## src/rtl/glt_pkg.sv

```systemverilog
// Constants, states and carriers of the guard lock teach-in controller.
// Assumes a 250 MHz system clock and power-up acting as the only reset.
package glt_pkg;

    // ---------------------------------------------------------------
    // Timebase
    // ---------------------------------------------------------------
    localparam int unsigned CLK_HZ          = 250_000_000;
    localparam int unsigned TICK_HZ         = 8;
    localparam int unsigned TICK_CYCLES     = CLK_HZ / TICK_HZ;
    localparam int unsigned PHASE_S         = 15;
    localparam int unsigned PHASE_TICKS     = PHASE_S * TICK_HZ;
    localparam int unsigned SLOW_HALF_TICKS = 4;
    localparam int unsigned SLOW_FRAME      = 20;
    localparam int unsigned FAST_FRAME      = 16;

    // ---------------------------------------------------------------
    // Counts and widths
    // ---------------------------------------------------------------
    localparam int unsigned ID_W             = 32;
    localparam logic [3:0]  MAX_TAUGHT       = 4'h8;
    localparam logic [3:0]  INIT_FLASHES     = 4'h6;
    localparam logic [3:0]  AWAIT_FLASHES    = 4'h8;
    localparam logic [3:0]  FAULT_RED_FLASH  = 4'h3;
    localparam int unsigned INIT_TICKS       = 6 * 2 * SLOW_HALF_TICKS;

    typedef enum logic [3:0] {
        ST_INIT      = 4'h0,
        ST_AWAIT     = 4'h1,
        ST_PRESENT   = 4'h2,
        ST_VERIFY    = 4'h3,
        ST_PROGRAM   = 4'h4,
        ST_COMPLETE  = 4'h5,
        ST_PERM_ACK  = 4'h6,
        ST_PERM_DONE = 4'h7,
        ST_RUN       = 4'h8,
        ST_FAULT     = 4'h9
    } glt_state_t;

    typedef enum logic [2:0] {
        FLT_NONE      = 3'h0,
        FLT_UNIVERSAL = 3'h1,
        FLT_TAUGHT    = 3'h2,
        FLT_RANGE     = 3'h3,
        FLT_FULL      = 3'h4,
        FLT_PERM      = 3'h5
    } glt_fault_t;

    typedef struct packed {
        logic                       present;
        logic                       universal;
        logic [ID_W-1:0]            id;
    } glt_actuator_t;

    typedef struct packed {
        logic                       permanent;
        logic [3:0]                 count;
        logic [7:0][ID_W-1:0]       ids;
    } glt_nv_t;

endpackage

```

## src/rtl/glt_controller.sv

```systemverilog
// Teach-in, indication and safety output control of a guard locking switch.
// Assumes synchronous inputs, an external non-volatile store that presents
// its image at power-up and accepts a whole image on each write pulse.
`timescale 1ns/1ps
module glt_controller #(
    parameter int unsigned P_TICK_CYCLES = glt_pkg::TICK_CYCLES
) (
    input  wire logic                  i_clock,
    input  wire logic                  i_arst_n,
    input  wire logic                  i_variant_unique,
    input  wire logic                  i_guard_closed,
    input  wire glt_pkg::glt_actuator_t i_actuator,
    input  wire logic                  i_lock_command,
    input  wire logic                  i_cascade_inputs_on,
    input  wire logic                  i_internal_fault,
    input  wire glt_pkg::glt_nv_t      i_nv_image,
    output logic [1:0]                 o_safety_output_pair,
    output logic                       o_lock_engage,
    output logic                       o_status_green,
    output logic                       o_fault_indicator_red,
    output logic                       o_nv_write,
    output glt_pkg::glt_nv_t           o_nv_image
);

    localparam int unsigned ID_W_C = glt_pkg::ID_W;

    glt_pkg::glt_state_t state;
    glt_pkg::glt_state_t next_state;
    glt_pkg::glt_fault_t fault_code;
    glt_pkg::glt_fault_t next_fault;
    glt_pkg::glt_nv_t    nv;
    logic                loaded;
    logic [24:0]         tick_cnt;
    logic                tick;
    logic [1:0]          slow_div;
    logic [4:0]          slow_slot;
    logic [4:0]          fast_slot;
    logic [6:0]          phase_ticks;
    logic                phase_clear;
    logic                phase_done;
    logic [ID_W_C-1:0]   teach_id;
    logic                current_match;
    logic                valid_actuator;
    logic [1:0]          next_outputs;
    logic                next_green;
    logic                next_red;

    // Flash n times within a frame, pause for the rest
    function automatic logic burst(input logic [4:0] slot, input logic [3:0] n);
        return (slot < {n, 1'b0}) && !slot[0];
    endfunction

    // Refusal code for an actuator offered for teach-in, checked in priority
    function automatic glt_pkg::glt_fault_t offer_check(input glt_pkg::glt_nv_t img,
                                                        input glt_pkg::glt_actuator_t act);
        logic seen;
        seen = 1'b0;
        for (int i = 0; i < 8; i++) begin
            if (4'(i) < img.count && img.ids[i] == act.id) begin
                seen = 1'b1;
            end
        end
        if (img.permanent) begin
            return glt_pkg::FLT_PERM;
        end else if (img.count >= glt_pkg::MAX_TAUGHT) begin
            return glt_pkg::FLT_FULL;
        end else if (act.universal) begin
            return glt_pkg::FLT_UNIVERSAL;
        end else if (seen) begin
            return glt_pkg::FLT_TAUGHT;
        end
        return glt_pkg::FLT_NONE;
    endfunction

    // ---------------------------------------------------------------
    // Timebase
    // ---------------------------------------------------------------
    assign tick = (tick_cnt == 25'(P_TICK_CYCLES - 1));

    always_ff @(posedge i_clock or negedge i_arst_n) begin
        if (!i_arst_n) begin
            tick_cnt <= 25'h0000000;
        end else if (tick) begin
            tick_cnt <= 25'h0000000;
        end else begin
            tick_cnt <= tick_cnt + 25'h0000001;
        end
    end

    // Slot counters restart with every state change except ST_COMPLETE into ST_PERM_ACK, so each pattern starts clean
    always_ff @(posedge i_clock or negedge i_arst_n) begin
        if (!i_arst_n) begin
            slow_div  <= 2'h0;
            slow_slot <= 5'h00;
            fast_slot <= 5'h00;
        end else if (phase_clear) begin
            slow_div  <= 2'h0;
            slow_slot <= 5'h00;
            fast_slot <= 5'h00;
        end else if (tick) begin
            slow_div  <= slow_div + 2'h1;
            fast_slot <= (fast_slot == 5'(glt_pkg::FAST_FRAME - 1)) ? 5'h00 : fast_slot + 5'h01;
            if (slow_div == 2'(glt_pkg::SLOW_HALF_TICKS - 1)) begin
                slow_slot <= (slow_slot == 5'(glt_pkg::SLOW_FRAME - 1)) ? 5'h00
                                                                       : slow_slot + 5'h01;
            end
        end
    end

    // Window keeps running from programming-complete into the acknowledge
    assign phase_clear = (next_state != state) &&
                         !(state == glt_pkg::ST_COMPLETE && next_state == glt_pkg::ST_PERM_ACK);
    assign phase_done  = tick && (phase_ticks == 7'(glt_pkg::PHASE_TICKS - 1));

    always_ff @(posedge i_clock or negedge i_arst_n) begin
        if (!i_arst_n) begin
            phase_ticks <= 7'h00;
        end else if (phase_clear) begin
            phase_ticks <= 7'h00;
        end else if (tick && phase_ticks != 7'h7F) begin
            phase_ticks <= phase_ticks + 7'h01;
        end
    end

    // ---------------------------------------------------------------
    // Sequence
    // ---------------------------------------------------------------
    assign current_match  = (nv.count != 4'h0) && i_actuator.present &&
                            (i_actuator.id == nv.ids[3'(nv.count - 4'h1)]);
    assign valid_actuator = i_variant_unique ? current_match
                                             : i_actuator.present;

    always_comb begin
        next_state = state;
        next_fault = fault_code;
        unique case (state)
            glt_pkg::ST_INIT: begin
                if (loaded && tick && phase_ticks == 7'(glt_pkg::INIT_TICKS - 1)) begin
                    next_state = (i_variant_unique && nv.count == 4'h0) ? glt_pkg::ST_AWAIT
                                                                         : glt_pkg::ST_RUN;
                end
            end
            glt_pkg::ST_AWAIT, glt_pkg::ST_PRESENT, glt_pkg::ST_RUN: begin
                if (state != glt_pkg::ST_RUN && i_actuator.present) begin
                    next_state = glt_pkg::ST_PRESENT;
                end else if (state == glt_pkg::ST_PRESENT) begin
                    next_state = glt_pkg::ST_AWAIT;
                end
                // Automatic start, no other trigger
                if (i_variant_unique && i_guard_closed && i_actuator.present && !current_match) begin
                    next_fault = offer_check(nv, i_actuator);
                    next_state = (next_fault == glt_pkg::FLT_NONE) ? glt_pkg::ST_VERIFY
                                                                    : glt_pkg::ST_FAULT;
                end
            end
            glt_pkg::ST_VERIFY, glt_pkg::ST_PROGRAM: begin
                if (!i_actuator.present) begin
                    next_fault = glt_pkg::FLT_RANGE;
                    next_state = glt_pkg::ST_FAULT;
                end else if (phase_done) begin
                    next_state = (state == glt_pkg::ST_VERIFY) ? glt_pkg::ST_PROGRAM
                                                               : glt_pkg::ST_COMPLETE;
                end
            end
            glt_pkg::ST_COMPLETE: begin
                if (!i_guard_closed) begin
                    next_state = glt_pkg::ST_PERM_ACK;
                end else if (phase_done) begin
                    next_state = glt_pkg::ST_RUN;
                end
            end
            glt_pkg::ST_PERM_ACK: begin
                if (phase_done) begin
                    next_state = glt_pkg::ST_RUN;
                end else if (i_guard_closed) begin
                    next_state = glt_pkg::ST_PERM_DONE;
                end
            end
            glt_pkg::ST_PERM_DONE: begin
                if (phase_done) begin
                    next_state = glt_pkg::ST_RUN;
                end
            end
            glt_pkg::ST_FAULT: begin
                next_state = glt_pkg::ST_FAULT;
            end
            default: begin
                next_state = glt_pkg::ST_FAULT;
            end
        endcase
    end

    always_ff @(posedge i_clock or negedge i_arst_n) begin
        if (!i_arst_n) begin
            state      <= glt_pkg::ST_INIT;
            fault_code <= glt_pkg::FLT_NONE;
        end else begin
            state      <= next_state;
            fault_code <= next_fault;
        end
    end

    always_ff @(posedge i_clock or negedge i_arst_n) begin
        if (!i_arst_n) begin
            teach_id <= '0;
        end else if (next_state == glt_pkg::ST_VERIFY && state != glt_pkg::ST_VERIFY) begin
            teach_id <= i_actuator.id;
        end
    end

    // ---------------------------------------------------------------
    // Non-volatile image
    // ---------------------------------------------------------------
    // Image is captured after reset release, never under the reset itself
    always_ff @(posedge i_clock or negedge i_arst_n) begin
        if (!i_arst_n) begin
            nv         <= '0;
            loaded     <= 1'b0;
            o_nv_write <= 1'b0;
        end else begin
            o_nv_write <= 1'b0;
            if (!loaded) begin
                nv     <= i_nv_image;
                loaded <= 1'b1;
            end else if (state == glt_pkg::ST_PROGRAM && next_state == glt_pkg::ST_COMPLETE) begin
                nv.ids[nv.count[2:0]] <= teach_id;
                nv.count              <= nv.count + 4'h1;
                o_nv_write            <= 1'b1;
            end else if (state == glt_pkg::ST_PERM_ACK && next_state == glt_pkg::ST_PERM_DONE &&
                         i_variant_unique) begin
                nv.permanent <= 1'b1;
                o_nv_write   <= 1'b1;
            end
        end
    end

    assign o_nv_image = nv;

    // ---------------------------------------------------------------
    // Indicators and outputs
    // ---------------------------------------------------------------
    always_comb begin
        next_outputs = 2'h0;
        next_green   = 1'b0;
        next_red     = 1'b0;
        unique case (state)
            glt_pkg::ST_INIT:     next_green = burst(slow_slot, glt_pkg::INIT_FLASHES);
            glt_pkg::ST_AWAIT:    next_green = burst(slow_slot, glt_pkg::AWAIT_FLASHES);
            glt_pkg::ST_PRESENT:  next_green = !slow_slot[0];
            glt_pkg::ST_VERIFY: begin
                next_green = !slow_slot[0];
                next_red   = !slow_slot[0];
            end
            glt_pkg::ST_PROGRAM: begin
                next_green = !fast_slot[0];
                next_red   = !fast_slot[0];
            end
            glt_pkg::ST_COMPLETE: begin
                next_green = burst(slow_slot, glt_pkg::MAX_TAUGHT - nv.count);
            end
            glt_pkg::ST_PERM_ACK:  next_red   = 1'b1;
            glt_pkg::ST_PERM_DONE: next_green = !slow_slot[0];
            glt_pkg::ST_FAULT: begin
                next_red   = burst(fast_slot, glt_pkg::FAULT_RED_FLASH);
                next_green = burst(fast_slot, {1'b0, fault_code});
            end
            glt_pkg::ST_RUN: begin
                if (i_internal_fault) begin
                    next_red = !fast_slot[0];
                end else if (!i_lock_command) begin
                    next_red = 1'b1;
                end else if (!valid_actuator || !i_guard_closed) begin
                    next_green = !fast_slot[0];
                end else if (!i_cascade_inputs_on) begin
                    next_green = !slow_slot[0];
                end else begin
                    next_green   = 1'b1;
                    next_outputs = 2'h3;
                end
            end
            default: begin
                next_red = 1'b1;
            end
        endcase
    end

    always_ff @(posedge i_clock or negedge i_arst_n) begin
        if (!i_arst_n) begin
            o_safety_output_pair  <= 2'h0;
            o_lock_engage         <= 1'b0;
            o_status_green        <= 1'b0;
            o_fault_indicator_red <= 1'b0;
        end else begin
            o_safety_output_pair  <= next_outputs;
            o_lock_engage         <= (state == glt_pkg::ST_RUN) && i_lock_command;
            o_status_green        <= next_green;
            o_fault_indicator_red <= next_red;
        end
    end

    // ---------------------------------------------------------------
    // Assertions
    // ---------------------------------------------------------------
    property p_off_outside_run;
        @(posedge i_clock) disable iff (!i_arst_n)
        (state != glt_pkg::ST_RUN) |=> (o_safety_output_pair == 2'h0);
    endproperty
    a_off_outside_run: assert property (p_off_outside_run) else $error("outputs on");

    property p_count_limit;
        @(posedge i_clock) disable iff (!i_arst_n)
        loaded |-> (nv.count <= glt_pkg::MAX_TAUGHT);
    endproperty
    a_count_limit: assert property (p_count_limit) else $error("too many taught");

    property p_on_needs_current;
        @(posedge i_clock) disable iff (!i_arst_n)
        (next_outputs != 2'h0 && i_variant_unique) |-> current_match;
    endproperty
    a_on_needs_current: assert property (p_on_needs_current) else $error("stale actuator");

    property p_perm_refuses;
        @(posedge i_clock) disable iff (!i_arst_n)
        (nv.permanent && state == glt_pkg::ST_RUN) |=> (state != glt_pkg::ST_VERIFY);
    endproperty
    a_perm_refuses: assert property (p_perm_refuses) else $error("teach after coding");

    property p_perm_window;
        @(posedge i_clock) disable iff (!i_arst_n)
        $rose(nv.permanent) && loaded && $past(loaded) |-> $past(state == glt_pkg::ST_PERM_ACK);
    endproperty
    a_perm_window: assert property (p_perm_window) else $error("coding outside window");

    property p_ack_red;
        @(posedge i_clock) disable iff (!i_arst_n)
        (state == glt_pkg::ST_PERM_ACK) |=> o_fault_indicator_red;
    endproperty
    a_ack_red: assert property (p_ack_red) else $error("no red acknowledge");

    property p_lock_follows;
        @(posedge i_clock) disable iff (!i_arst_n)
        (state == glt_pkg::ST_RUN && i_lock_command) |=> o_lock_engage;
    endproperty
    a_lock_follows: assert property (p_lock_follows) else $error("lock not engaged");

    property p_fault_holds;
        @(posedge i_clock) disable iff (!i_arst_n)
        (state == glt_pkg::ST_FAULT) |=> (state == glt_pkg::ST_FAULT) && $stable(fault_code);
    endproperty
    a_fault_holds: assert property (p_fault_holds) else $error("fault cleared");

    property p_no_actuator_off;
        @(posedge i_clock) disable iff (!i_arst_n)
        (i_lock_command && !i_actuator.present) |=> (o_safety_output_pair == 2'h0);
    endproperty
    a_no_actuator_off: assert property (p_no_actuator_off) else $error("on without actuator");

    property p_verify_exit;
        @(posedge i_clock) disable iff (!i_arst_n)
        $fell(state == glt_pkg::ST_VERIFY) |->
            (state == glt_pkg::ST_PROGRAM || state == glt_pkg::ST_FAULT);
    endproperty
    a_verify_exit: assert property (p_verify_exit) else $error("bad phase order");

endmodule

```

## config.mk

```make
export PLATFORM = sky130hd
export DESIGN_NAME = glt_controller
export DESIGN_NICKNAME = d
export VERILOG_FILES = /design/src/rtl/glt_pkg.sv /design/src/rtl/glt_controller.sv
export SDC_FILE = /design/constraint.sdc
export NUM_CORES = 1
export LEC_CHECK = 0
export BUFFER_PORTS_ARGS = -buffer_cell sky130_fd_sc_hd__buf_2
export CORE_AREA = 2 2 224 226
export CTS_CLUSTER_SIZE = 40
export DETAILED_ROUTE_END_ITERATION = 10
export DIE_AREA = 0 0 226 228
export HOLD_SLACK_MARGIN = 0.03
export PLACE_DENSITY = 0.78
export SKIP_CTS_REPAIR_TIMING = 1
export SYNTH_ARGS = -nofsm -noshare
export SYNTH_HDL_FRONTEND = slang
export SYNTH_SLANG_ARGS = --single-unit
```

## constraint.sdc

```tcl
create_clock -name i_clock -period 6.2 [get_ports i_clock]
set_input_delay 0.93 -clock i_clock [delete_from_list [all_inputs] [get_ports i_clock]]
set_output_delay 0.93 -clock i_clock [all_outputs]
set_load 0.05 [all_outputs]
```

Yosys cells after proc, flatten, opt, wreduce, memory -nomap -nowiden
Index checks and enable logic that the tools add are counted.

storage, ports and cells
  flip-flop bits (word level) = 351
  logic and storage cells = 218
  latch bits = 0
  bits in read-only memories = 0
  bits in writable memories = 0
  bits of input ports = 302
  output and inout bits = 267
  memories = 0

cells by class
  reductions and logical operators = 54
  add/subtract/negate cells = 8
  $lt $le $gt $ge = 17
  muxes and demuxes = 78
  bitwise gates (word level) = 0
  eq/ne operators = 37
  div/mod/pow operators = 0
  shift-type cells = 0
  multiply operators = 0

operator list
  kind                                                       number
  == test 32 bit                                             9
  2-to-1 mux 261 bit                                         1
  2-to-1 mux 260 bit                                         1
  bitwise mux 256 bit                                        1
  binary-select mux 32 bit (select 3 bit)                    1
  demux 32 bit (select 3 bit)                                1
  2-to-1 mux 32 bit                                          2
  2-to-1 mux 4 bit                                           12
  2-to-1 mux 5 bit                                           7
  logical AND 1 bit                                          32
  2-to-1 mux 1 bit                                           29
  == test 4 x 3 -> 1 bit, second input constant              7
  2-to-1 mux 3 bit                                           9
  adder 25 x 1 -> 25 bit, second input constant              1
  == test 25 bit, second input constant                      1
  2-to-1 mux 25 bit                                          1
  case mux 4 bit (6 select lines)                            1
  less-than comparator 3 x 4 -> 1 bit, first input constant  4
  2-to-1 mux 2 bit                                           7
  2-to-1 mux 7 bit                                           2
  == test 4 x 2 -> 1 bit, second input constant              3
  adder 5 x 1 -> 5 bit, second input constant                2
  == test 4 bit, second input constant                       2
  logical NOT 4 bit                                          2
  40 further kinds                                           56

Longest topological paths before layout
  depth in word-level cells = 31
  mapped depth = 21
  gate-level depth less buffers = 12

Worst setup path after synthesis
OpenSTA, ideal clock, no wires.

  path kind = reg-to-reg
  start point = register nv (netlist bit o_nv_image[256])
  end point = register fast_slot[0]
  required time = 6,077 ps
  clock period less this slack = 4,901 ps
  arrival time = 4,778 ps
  library setup time = 123 ps
  buffers on the path = 8
  stages on the path, launching flop included = 20
  setup slack = 1,299 ps
  cells stage by stage = dfrtp_1 > buf_2 > buf_4 > buf_4 > inv_2 > buf_2 > ha_1 > buf_2 > inv_2 > buf_2 > mux4_2 > xnor2_1 > a2111oi_0 > and4_1 > a211oi_2 > a2111oi_0 > a211o_1 > buf_4 > buf_6 > nor3_2

between the ends
  longest elaborated chain between the ends = 30
  elaborated cells on any way between the ends = 62
  classes of those cells = 1 x add/sub; 9 x order compare; 3 x eq/ne; 29 x mux; 20 x reduce/logical

RTL lines
  what                                                           RTL line               text
  start, declared                                                glt_controller.sv:31   glt_pkg::glt_nv_t nv;
  start signal, assigned                                         glt_controller.sv:223  nv <= i_nv_image;
  less-than comparator 1 x 4 -> 1 bit                            glt_controller.sv:59   if (4'(i) < img.count && img.ids[i] == act.id) begin
  logical AND 1 bit                                              glt_controller.sv:59
  2-to-1 mux 1 bit (8 in a row)                                  glt_controller.sv:59
  2-to-1 mux 1 bit                                               glt_controller.sv:150  if (i_variant_unique && i_guard_closed && i_actuator.present && !current_match) begin
  2-to-1 mux 1 bit                                               glt_controller.sv:136  unique case (state)
  2-to-1 mux 1 bit                                               glt_controller.sv:69   end else if (seen) begin
  2-to-1 mux 1 bit                                               glt_controller.sv:67   end else if (act.universal) begin
  2-to-1 mux 1 bit                                               glt_controller.sv:65   end else if (img.count >= glt_pkg::MAX_TAUGHT) begin
  [7 not listed]                                                 --
  2-to-1 mux 4 bit                                               glt_controller.sv:152  next_state = (next_fault == glt_pkg::FLT_NONE) ? glt_pkg::ST_VERIFY
  2-to-1 mux 4 bit                                               glt_controller.sv:150
  case mux 4 bit (6 select lines) (*)                            glt_controller.sv:136
  == test 4 x 3 -> 1 bit                                         glt_controller.sv:112  !(state == glt_pkg::ST_COMPLETE && next_state == glt_pkg::ST_PERM_ACK);
  logical AND 1 bit                                              glt_controller.sv:112
  logical NOT 1 bit                                              glt_controller.sv:112
  logical AND 1 bit (*)                                          glt_controller.sv:111  assign phase_clear = (next_state != state) &&
  2-to-1 mux 5 bit / nonzero test 2 bit (equally long branches)  --
  end signal, assigned                                           glt_controller.sv:102  fast_slot <= (fast_slot == 5'(glt_pkg::FAST_FRAME - 1)) ? 5'h00 : fast_slot + 5'h01;
  end, declared                                                  glt_controller.sv:37   logic [4:0] fast_slot;

Mark *: on every way between the ends. The rest lies on a longest branch, timed or not. The select of a mux whose other input is x is not followed.
A chain may end at the register's enable or synchronous reset.

Worst setup path in the final report
  start point = register nv (netlist bit o_nv_image[257])
  end point = register phase_ticks[3]

between the ends
  longest elaborated chain between the ends = 30
  elaborated cells on any way between the ends = 62
  classes of those cells = 1 x add/sub; 9 x order compare; 3 x eq/ne; 29 x mux; 20 x reduce/logical

RTL lines
  what                                                           RTL line               text
  less-than comparator 1 x 4 -> 1 bit                            glt_controller.sv:59
  logical AND 1 bit                                              glt_controller.sv:59
  2-to-1 mux 1 bit (8 in a row)                                  glt_controller.sv:59
  2-to-1 mux 1 bit                                               glt_controller.sv:150
  2-to-1 mux 1 bit                                               glt_controller.sv:136
  2-to-1 mux 1 bit                                               glt_controller.sv:69
  2-to-1 mux 1 bit                                               glt_controller.sv:67
  2-to-1 mux 1 bit                                               glt_controller.sv:65
  [7 not listed]                                                 --
  2-to-1 mux 4 bit                                               glt_controller.sv:152
  2-to-1 mux 4 bit                                               glt_controller.sv:150
  case mux 4 bit (6 select lines) (*)                            glt_controller.sv:136
  == test 4 x 3 -> 1 bit                                         glt_controller.sv:112
  logical AND 1 bit                                              glt_controller.sv:112
  logical NOT 1 bit                                              glt_controller.sv:112
  logical AND 1 bit (*)                                          glt_controller.sv:111
  2-to-1 mux 7 bit / nonzero test 2 bit (equally long branches)  --
  end signal, assigned                                           glt_controller.sv:121  phase_ticks <= phase_ticks + 7'h01;
  end, declared                                                  glt_controller.sv:38   logic [6:0] phase_ticks;

Marked as above.

==> summary.md <==
| Metric | Value |
|---|---|
| DRT Wirelength | just under 100 mm |
| Die W | 226 um |
| Pint | 4.49 mW |
| IO Pins | between 500 and 600 |
| Fmax | approximately 180 MHz |
| GR Util met2 | a little over three fifths |
| Skew final | about 0.018 ns |
| Final Max Slew Viols | 0 |
| Share of cells above drive strength 1 | 27.2% |
| Reg-to-reg critical path endpoint | phase_ticks[3] |
| Sum of negative setup slack | 0 ns |
| Worst path max stage delay | about 0.73 ns |
| Sw frac | approximately 37% |
| Die Ht | ~230 um |
| HP Class | input pin to asynchronous set/reset pin |
| WP data arrival | ~6 ns |
| Detailed-route DRC error count | 0 |
| WP buf/inv | 3 |
| Vias per cell | roughly 6.0 |
| CTS buffer count | 40 |
| CP Cell Sequence | clkinv_1 > ha_1 > xor2_4 > buf_4 > mux2i_1 > xor2_1 > o221ai_1 > a2111oi_0 > and4_1 > a211oi_4 > buf_4 > a2111oi_0 > a211o_1 > nor3_1 |
| Min cycle time layout | around 5.6 ns |
| CTS tree | done |
| Critical path fanouts, max | 19 |
| Clock power frac | about a third |
| Detail Placement HPWL | 77.0 mm |
| WL/cell | between 20 and 30 um |
| Combinational cell fraction of total power | 28.3% |
| Pin count of the biggest net entering global routing | around 170 |
| Predominant post-synthesis flop cell | dfrtp_1 |
| H-tree depth | 2 |
| Lkg Pwr | 11.9 nW |
| Tcrit/Tclk final | approximately 90% |
| Clock sinks | 350 |
| # port buffers | around 570 |
| Crit end category | flip-flop |
| Die area | between 0.05 and 0.06 sq mm |
| Grt peak-use layer | met2 |
| Number of synthesis warnings | 0 |
| Switching Power | around 2.7 mW |
| Initial antenna violation count | 6 |
| Reg power frac | between 30% and 40% |
| Worst R2R Path Depth | 14 |
| Unrepaired setup endpoints after global routing | false |
| Final hold vios | 0 |
| Clock root buffer | clkbuf_16 |
| Setup Viol. Count Final | 0 |
| Clk buf depth | 3 |
| Post-Syn Area | ~0.022 sq mm |
| Fill cell count | 4457 |
| Post-synth ARST share | 100% |
| DR iter-0 viols | between 2000 and 2500 |
| Worst slew pin tran | about 1.2 ns |
| Worst reg2reg setup slack | roughly 0.62 ns |
| Mapped Cells | 2274 |
| GP Congestion | around 1.1 |
| Detail Route Antenna Nets | 0 |
| Initial Utilization | 44.5% |
| Commonest non-fill, non-tap cell in the layout | buf_2 |
| Grt met1 use | 49.2% |
| Detailed Routing Iterations Pass 1 | 7 |
| Clock transition at path regs | around 0.060 ns |
| Clock latency at the later pin of the worst-skew pair | between 0.5 and 0.6 ns |
| Worst EP required | about 6.6 ns |
| Worst ir drop on vdd | approximately 180 uV |
| Worst r2r src | o_nv_image[257] |
| Worst hold slack | ~0.21 ns |
| Yosys cell types | 73 |
| Crit path max-delay cell type | a211o_1 |
| Mean Syn Cell Area | 9.66 sq um |
| Pwr Density | around 270 mW/mm^2 |
| Post-Syn Nets | approximately 2600 |
| Synth Register Bits | 350 |
| Post-synth EDFFs | 0 |
| Global-route wire length before repair | 141 mm |
| Vias in the first global route | 20200 |
| Final layout net count | approximately 3000 |
| CP Launch Type | flip-flop |
| GRT Overall Usage | 37.9% |
| MaxCap Viol Count | 0 |
| Register area share after synthesis | 39.9% |
| Synthesis-to-finish area growth | 20.4% |
| FP Rows | 82 |
| Worst slew margin | approximately a quarter |
| CP Class | flip-flop to flip-flop |
| Core Area | ~0.049 sq mm |
| GRT overflow | 0 |
| Cell family with most CP delay | compound AO/OA/AOI/OAI gates |
| Vias post-DR | between 20000 and 25000 |
| Commonest non-fill, non-tap cells in the layout | buf_2 (567), dfrtp_1 (348), nor2_1 (311) |
| Run status | finished clean |
| GRT met3 Usage | 6.52% |
-- registers in the layout, summed over array words and instances, names as in the netlist --
signal,flops
o_nv_write,1
phase_ticks,7
o_nv_image,261
o_lock_engage,1
teach_id,32
state,4
o_safety_output_pair,1
fault_code,3
o_fault_indicator_red,1
slow_div,2
tick_cnt,25
slow_slot,5
fast_slot,5
loaded,1
o_status_green,1
-- Yosys cell counts, types with 4 or more instances --
master | count | area share (%)
dfrtp_1 | 350 | 40
buf_6 | 5 | 0.26
nor2b_1 | 9 | 0.26
clkbuf_1 | 123 | 2.1
a2111oi_0 | 4 | 0.16
nand3_1 | 23 | 0.52
o211ai_1 | 4 | 0.14
and2_1 | 4 | 0.11
a221oi_1 | 4 | 0.16
o31ai_1 | 4 | 0.14
mux4_2 | 49 | 5.0
nand4_1 | 43 | 1.2
xnor2_1 | 194 | 7.7
mux2_2 | 7 | 0.36
nor2_1 | 311 | 5.3
a21o_1 | 5 | 0.17
a31oi_1 | 7 | 0.20
or3_1 | 4 | 0.11
a21oi_1 | 276 | 6.3
mux2i_1 | 302 | 14
buf_1 | 17 | 0.29
and3_1 | 11 | 0.31
nor4_1 | 31 | 0.88
buf_4 | 22 | 0.75
xor2_1 | 121 | 4.8
nand2b_1 | 9 | 0.26
ha_1 | 13 | 0.74
nor3_1 | 23 | 0.52
nor3_2 | 14 | 0.64
a211oi_1 | 9 | 0.31
nand3_2 | 5 | 0.23
nand2_1 | 137 | 2.3
o221ai_1 | 4 | 0.16
o21ai_0 | 35 | 0.80
inv_1 | 17 | 0.29
nor3b_1 | 4 | 0.14
buf_2 | 19 | 0.43
-- worst max-delay path by stage --
stage                          from             end  slack (ns)  cells past startpoint
detailed placement  o_nv_image[257]  phase_ticks[2]        0.74                     14
finish              o_nv_image[257]  phase_ticks[3]        0.62                     14
floorplan           o_nv_image[256]    fast_slot[0]        1.30                     19
CTS                 o_nv_image[257]  phase_ticks[3]        0.71                     14
global placement    o_nv_image[257]     slow_div[1]        0.92                     13
global route        o_nv_image[257]  phase_ticks[3]        0.29                     13
-- area by class of cell --
class | instances | area (sq um) | share of cell area (%)
multi-input combinational | 1717 | 12300 | 46.7
sequential | 350 | 8770 | 33.2
timing repair buffer | 601 | 3140 | 11.9
clock buffer | 58 | 1180 | 4.46
tap | 672 | 841 | 3.18
clock inverter | 8 | 90.1 | 0.341
inverter | 21 | 78.8 | 0.298
antenna | 2 | 5.00 | 0.0189
-- logic make-up (layout without fill, tap and decap cells) --
group           Yosys count  in the layout  synth area share [%]
simple gates            650            650                  13.7
flops                   350            350                  39.9
buf+inv                 207            688                  4.19
mux                     358            358                  19.2
xor+xnor                315            315                  12.6
fa+ha+maj                13             13                 0.741
other cells               1              3                0.0171
compound gates          380            380                  9.69
-- metal layers --
metal | vias to the layer above | part of all wire, %
li1 | 8877 | -
met1 | 10300 | 39
met2 | 1182 | 48
met3 | 232 | 8.2
met4 | 8 | 4.6
met5 | - | 0.052
-- power by group through the flow --
stage | registers (mW) | logic [mW] | clock network (mW)
global route | 2.78 | 2.12 | 2.48
finish | 2.77 | 2.03 | 2.36
floorplan | 3.17 | 0.828 | 0
CTS | 2.76 | 2.01 | 2.38
detailed placement | 2.80 | 2.00 | 0
global placement | 2.79 | 1.99 | 0
-- stage by stage --
step | area (sq um) | setup slack (ns) | total power, mW | util, % | instances
2_1_floorplan | 22000 | 1.30 | 4.00 | - | 2274
3_3_place_gp | 25200 | 0.917 | 4.78 | 51.0 | 3361
3_5_place_dp | 25200 | 0.740 | 4.80 | 51.0 | 3361
4_1_cts | 26400 | 0.713 | 7.15 | 53.5 | 3427
5_1_grt | 26400 | 0.292 | 7.38 | 53.5 | 3428
6_report | 26400 | 0.624 | 7.16 | 53.6 | 3429
-- worst reg2reg max path, cell delays in order (launching register included) --
cell and delay (ns):
dfrtp_1 0.61, clkinv_1 0.38, ha_1 0.38, xor2_4 0.67
buf_4 0.32, mux2i_1 0.25, xor2_1 0.17, o221ai_1 0.14
a2111oi_0 0.50, and4_1 0.43, a211oi_4 0.10, buf_4 0.22
a2111oi_0 0.37, a211o_1 0.73, nor3_1 0.13
No activity file was read; power rests on OpenSTA's default activity.
